## src/logic/uwa_pkg.sv

```systemverilog
package uwa_pkg;
	localparam logic [11:0] ADDR_CTRL = 12'h000;
	localparam logic [11:0] ADDR_STAT = 12'h004;
	localparam logic [11:0] ADDR_DIV = 12'h008;
	localparam logic [11:0] ADDR_CNT = 12'h00C;
	localparam int BIT_ABD = 0;
	localparam int BIT_WAKE = 1;
	localparam int BIT_WIDE = 3;
	localparam int BIT_SYNC = 4;
	localparam logic [4:0] CTRL_RST = 5'h00;
	localparam logic [15:0] DIV_RST = 16'h0000;
	localparam int ABD_EDGES = 5;
	localparam int DIV_W = 16;
	typedef struct packed {
		logic sync_mode;
		logic wide_baud_divider_select;
		logic wake_on_edge_enable;
		logic baud_detect_enable;
	} uwa_ctrl_t;
	typedef enum logic [3:0] {
		ST_NORMAL = 4'b0001,
		ST_WAKE = 4'b0010,
		ST_ABD = 4'b0100,
		ST_ABD_RUN = 4'b1000
	} uwa_state_t;
endpackage

```

## src/logic/uwa_ctrl.sv

```systemverilog
// The implementer's own choices: the register addresses and the APB interface to the registers.
`timescale 1ns/1ps
module uwa_ctrl import uwa_pkg::*; #(
	parameter int EDGES = ABD_EDGES
) (
	input wire logic pclk, // System clock
	input wire logic presetn, // Async reset, low
	input wire logic psel, // APB select
	input wire logic penable, // APB enable
	input wire logic pwrite, // APB direction
	input wire logic [11:0] paddr, // APB byte address
	input wire logic [31:0] pwdata, // APB write data
	output logic [31:0] prdata, // APB read data
	output logic pready, // APB ready
	output logic pslverr, // APB error
	input wire logic rx, // Receive line
	input wire logic char_done, // Receive path finished a character
	output logic receive_flag, // Receive flag
	output logic rx_enable, // Shift path may assemble
	output logic [DIV_W-1:0] baud_div // Effective baud divider
);
	uwa_ctrl_t ctrl_r;
	uwa_state_t st_r;
	logic [15:0] div_r;
	logic [15:0] cnt_r;
	logic [3:0] edges_r;
	logic rx_q_r;
	logic fall;
	logic wr, hit;
	logic flag_clr;
	logic abd_done;

	assign wr = psel && penable && pwrite;
	assign hit = paddr == ADDR_CTRL || paddr == ADDR_STAT ||
		paddr == ADDR_DIV || paddr == ADDR_CNT;
	assign fall = rx_q_r && !rx;
	assign flag_clr = wr && paddr == ADDR_STAT && pwdata[0];
	assign abd_done = st_r == ST_ABD_RUN && fall &&
		edges_r == 4'(EDGES - 1);

	always_ff @(posedge pclk or negedge presetn) begin
		if (!presetn) begin
			rx_q_r <= 1'b1;
		end else begin
			rx_q_r <= rx;
		end
	end

	// Hardware clears take priority: bit drop ends the mode it reports
	always_ff @(posedge pclk or negedge presetn) begin
		if (!presetn) begin
			ctrl_r <= uwa_ctrl_t'(CTRL_RST[3:0]);
		end else begin
			if (wr && paddr == ADDR_CTRL) begin
				ctrl_r.sync_mode <= pwdata[BIT_SYNC];
				ctrl_r.wide_baud_divider_select <= pwdata[BIT_WIDE];
				ctrl_r.wake_on_edge_enable <= pwdata[BIT_WAKE];
				ctrl_r.baud_detect_enable <= pwdata[BIT_ABD];
			end
			if (st_r == ST_WAKE && fall) begin
				ctrl_r.wake_on_edge_enable <= 1'b0;
			end
			if (abd_done) begin
				ctrl_r.baud_detect_enable <= 1'b0;
			end
		end
	end

	always_ff @(posedge pclk or negedge presetn) begin
		if (!presetn) begin
			st_r <= ST_NORMAL;
			edges_r <= 4'h0;
			cnt_r <= 16'h0000;
		end else begin
			case (st_r)
			ST_NORMAL: begin
				if (!ctrl_r.sync_mode && ctrl_r.baud_detect_enable) begin
					st_r <= ST_ABD;
				end else if (!ctrl_r.sync_mode &&
					ctrl_r.wake_on_edge_enable) begin
					st_r <= ST_WAKE;
				end
			end
			ST_WAKE: begin
				if (fall || !ctrl_r.wake_on_edge_enable ||
					ctrl_r.sync_mode) begin
					st_r <= ST_NORMAL;
				end
			end
			ST_ABD: begin
				edges_r <= 4'h0;
				cnt_r <= 16'h0000;
				if (!ctrl_r.baud_detect_enable || ctrl_r.sync_mode) begin
					st_r <= ST_NORMAL;
				end else if (fall) begin
					// Arming edge counts, so the span ends on edge EDGES
					st_r <= ST_ABD_RUN;
					edges_r <= 4'h1;
					cnt_r <= 16'h0001;
				end
			end
			ST_ABD_RUN: begin
				cnt_r <= cnt_r + 16'h0001;
				if (fall) begin
					edges_r <= edges_r + 4'h1;
				end
				if (abd_done || !ctrl_r.baud_detect_enable) begin
					st_r <= ST_NORMAL;
				end
			end
			default: st_r <= ST_NORMAL;
			endcase
		end
	end

	// Measured span covers eight bit times; divide for per-bit count
	always_ff @(posedge pclk or negedge presetn) begin
		if (!presetn) begin
			div_r <= DIV_RST;
		end else if (abd_done) begin
			div_r <= cnt_r >> 3;
		end else if (wr && paddr == ADDR_DIV) begin
			div_r <= pwdata[15:0];
		end
	end

	always_ff @(posedge pclk or negedge presetn) begin
		if (!presetn) begin
			baud_div <= 16'h0000;
			rx_enable <= 1'b0;
		end else begin
			baud_div <= ctrl_r.wide_baud_divider_select ? div_r :
				{8'h00, div_r[7:0]};
			rx_enable <= st_r == ST_NORMAL;
		end
	end

	// Set wins over a same-cycle software clear
	always_ff @(posedge pclk or negedge presetn) begin
		if (!presetn) begin
			receive_flag <= 1'b0;
		end else if ((st_r == ST_WAKE && fall) ||
			(st_r == ST_NORMAL && char_done)) begin
			receive_flag <= 1'b1;
		end else if (flag_clr) begin
			receive_flag <= 1'b0;
		end
	end

	always_ff @(posedge pclk or negedge presetn) begin
		if (!presetn) begin
			prdata <= 32'h00000000;
			pready <= 1'b0;
			pslverr <= 1'b0;
		end else begin
			pready <= psel && !penable;
			pslverr <= psel && !penable && !hit;
			prdata <= 32'h00000000;
			if (psel && !penable && !pwrite) begin
				case (paddr)
				ADDR_CTRL: prdata <= {27'h0, ctrl_r.sync_mode,
					ctrl_r.wide_baud_divider_select, 1'b0,
					ctrl_r.wake_on_edge_enable,
					ctrl_r.baud_detect_enable};
				ADDR_STAT: prdata <= {28'h0, st_r == ST_ABD_RUN,
					st_r == ST_WAKE, rx_enable, receive_flag};
				ADDR_DIV: prdata <= {16'h0, div_r};
				ADDR_CNT: prdata <= {16'h0, cnt_r};
				default: prdata <= 32'h00000000;
				endcase
			end
		end
	end
endmodule

```

## config.mk

```make
export PLATFORM = sky130hd
export DESIGN_NAME = uwa_ctrl
export DESIGN_NICKNAME = d
export VERILOG_FILES = /design/src/logic/uwa_pkg.sv /design/src/logic/uwa_ctrl.sv
export SDC_FILE = /design/constraint.sdc
export NUM_CORES = 1
export LEC_CHECK = 0
export ABC_CLOCK_PERIOD_IN_PS = 2700
export BUFFER_PORTS_ARGS = -buffer_cell sky130_fd_sc_hd__buf_2
export CAP_MARGIN = 20
export CORE_MARGIN = 2
export CORE_UTILIZATION = 50
export DETAILED_ROUTE_END_ITERATION = 7
export GPL_TIMING_DRIVEN = 0
export PLACE_DENSITY = 0.79
export SYNTH_ARGS = -nofsm -noshare
export SYNTH_HDL_FRONTEND = slang
export SYNTH_SLANG_ARGS = --single-unit
```

## constraint.sdc

```tcl
create_clock -name pclk -period 2.7 [get_ports pclk]
set_clock_uncertainty 0.15 [all_clocks]
set_input_delay 0.135 -clock pclk [delete_from_list [all_inputs] [get_ports pclk]]
set_output_delay 0.135 -clock pclk [all_outputs]
set_load 0.005 [all_outputs]
```

==> run metrics <==
status=finished clean; port bufs=70; slowest cell on the critical path=nor4b_1; R2R Path End=receive_flag; Final Util=65.9%; total CTS buffers=9; Post-DRT Antenna Nets=0; VDD IR max=288 uV; RR Startpoint=st_r[3]; post-synthesis sequential area ratio=54.9%; CTS sink count=81; Avg Inst Size Synth=11.5 um^2; Fin. Hold Viols=0; sequential cell area=0.00203 mm^2; asr flop ratio synth=100%; DR DRC count=0; largest net degree at the start of global routing=57; r2r setup slk=150 ps; FILL cells=547; Setup violations, final=0; clk_lat worst skew=360 ps; Synth top area share=53.5%; DR vias/cell=5.22; core area=0.00721 mm^2; clock slew at reported path FFs=80 ps; root buf cell=clkbuf_8; max_cap viols=0; worst min-delay path endpoint=pslverr; Ports=103; Critical Path End Type=flop; worst path required time=2850 ps; RePlAce Congestion=0.787; Hold Crit Start=psel; Slew headroom=30.2%; Syn Std Cell Area=0.00370 mm^2; crit path DAT=2700 ps; power density over the cells=510 mW/mm^2; Tcrit/Tclk final=94.5%; Synth Flop Type=dfrtp_1; Worst Hold Class=in -> reg; hold depth=3; Layout Nets=498; Tot GR Track Use=21.1%; Synth cell types=52; Area Growth Syn to Fin=28.5%; vias in the first global route=2,819; wirelength, routed=7.94 mm; DP Cell Count=507; Psw=0.000517 W; Worst Tran Pin Value=1030 ps; initial antenna violation count=0; min Tclk post-route=2550 ps; Final Max Slew Viols=0; cell row count=31; Crit Path Max Fanout=6; DR iter-0 viols=183; commonest non-fill, non-tap cells in the layout=79 x dfrtp_1, 73 x buf_2, 41 x mux2i_1; Crit Path Class=reg -> reg; Static Leak=2.50 nW; Sw Ratio=21.3%; Yosys reg bits=81; leading cell type in the layout, fill and taps excluded=dfrtp_1; Buf/Inv on CP=1; Synth area leaders=dfrtp_1 53%, mux2i_1 11%, nand2_1 3.6%; area occupied by multi-input gates=0.00154 mm^2; power share of the sequential group=50.4%; Setup crit start kind=flop; Crit path max-delay family=simple AND/OR/NAND/NOR gates; Die Wd=90.0 um; combinational power share=6.0%; setup TNS=0 ps; H-tree Lvls=3; Power Internal=0.00191 W; non-filler cells, final=548; fmax=392 MHz; CP max stage delay=900 ps; total power=0.00242 W; Reg2Reg Depth=5; Synth Warn #=0; Final WS setup=148 ps; unrepaired setup endpoints after global routing=false; DIE AREA=0.00810 mm^2; cell taking the most area after synthesis=dfrtp_1; post_cts resized=0; hpwl dp=5.39 mm; total number of vias=2,861; number of synthesized flops with an enable pin=0; DRT Pass-1 Iters=4; Synth Instances=322; Avg WL per Cell=14.5 um; clock power share=43.7%; first-pass GRT wire length=13.5 mm; Die H=90.0 um; share of cells above drive strength 1=27.8%; Overflow after GRT=0; CTS tree=yes; CP cell instances=nor4b_1 > and2_1 > a21oi_1 > nand2_1 > dlygate4sd3_1; initial core utilization=51.3%; Setup WS pre-CTS=382 ps; number of antenna diodes=0; Longest Clk Path Bufs=2
[cell usage after synthesis, drive strengths merged, types with 2 or more instances]
master / n
a21oi: 5
a22o: 2
a22oi: 2
a31oi: 2
and2: 10
and3: 5
buf: 22
clkbuf: 3
dfrtp: 79
dfstp: 2
ha: 3
inv: 5
mux2: 2
mux2i: 41
mux4: 3
nand2: 35
nand3: 10
nand4: 6
nor2: 27
nor2b: 6
nor3: 3
nor3b: 2
nor4: 4
nor4b: 5
o21a: 2
o21ai: 16
o31ai: 3
or2: 2
or4b: 2
[worst max path at each step]
stage                 start           end  slack, ps  cells past startpoint
global route        st_r[0]  receive_flag         70                      4
detailed placement  st_r[1]      div_r[1]        380                      4
finish              st_r[3]  receive_flag        150                      5
CTS                 st_r[0]  receive_flag        260                      4
global placement    st_r[1]      div_r[1]        450                      4
floorplan           st_r[1]      cnt_r[7]        760                      5
[sequential cells by signal (all words and copies together), names as in the netlist]
register / cells
receive_flag: 1
rx_q_r: 1
cnt_r: 16
div_r: 16
pslverr: 1
pready: 1
ctrl_r: 4
baud_div: 16
prdata: 16
edges_r: 4
st_r: 4
rx_enable: 1
[layout make-up]
type                            count  area share (%)
Clock buffer                        9            2.61
Tap cell                           99            2.61
Clock inverter                      7            2.50
Buffer                             25            3.50
Sequential cell                    81            42.7
Timing Repair Buffer               96            13.3
Inverter                            5           0.395
Multi-Input combinational cell    226            32.4
[timing repair]
| action | 4_1_cts | 5_1_grt |
|---|---|---|
| hold buffers | 25 | 0 |
| hold endpoints to repair | 104 | 0 |
| setup buffers | 0 | 0 |
[routing by layer]
metal	vias up	global-route usage, %	routed length (um)
met5	-	0	0
met4	0	9.62	184
met3	16	4.95	498
met2	94	35.0	3940
met1	1402	26.5	3320
li1	1349	-	-
[power by group through the flow]
| stage | sequential, W | combinational, W | clock, W |
|---|---|---|---|
| after floorplan | 0.00125 | 0.0000518 | 0 |
| after global placement | 0.00124 | 0.000111 | 0 |
| after global routing | 0.00122 | 0.000160 | 0.00112 |
| after CTS | 0.00122 | 0.000144 | 0.00107 |
| final | 0.00122 | 0.000145 | 0.00106 |
| after detailed placement | 0.00125 | 0.000119 | 0 |
[metrics by stage]
step	instance area, um^2	hold slack [ps]
3_5_place_dp	4260	-76.5
4_1_cts	4750	8.45
2_1_floorplan	3750	-311
3_3_place_gp	4230	107
5_1_grt	4750	36.8
6_report	4750	13.9
[tightest hold or removal path: stages]
cell     delay (ps)
buf_2            90
nor2b_1         140
and2_1          130
[cell families after synthesis]
kind of cell | synth area share (%)
XOR/XNOR | 0.474
AO/OA/AOI/OAI | 6.70
multiplexers | 13.5
buffers and inverters | 5.01
other | 0.101
flip-flops | 54.9
AND/OR/NAND/NOR | 18.3
adder cells (fa/ha/maj) | 1.01
Note: power is estimated with default switching activity, not from simulation.
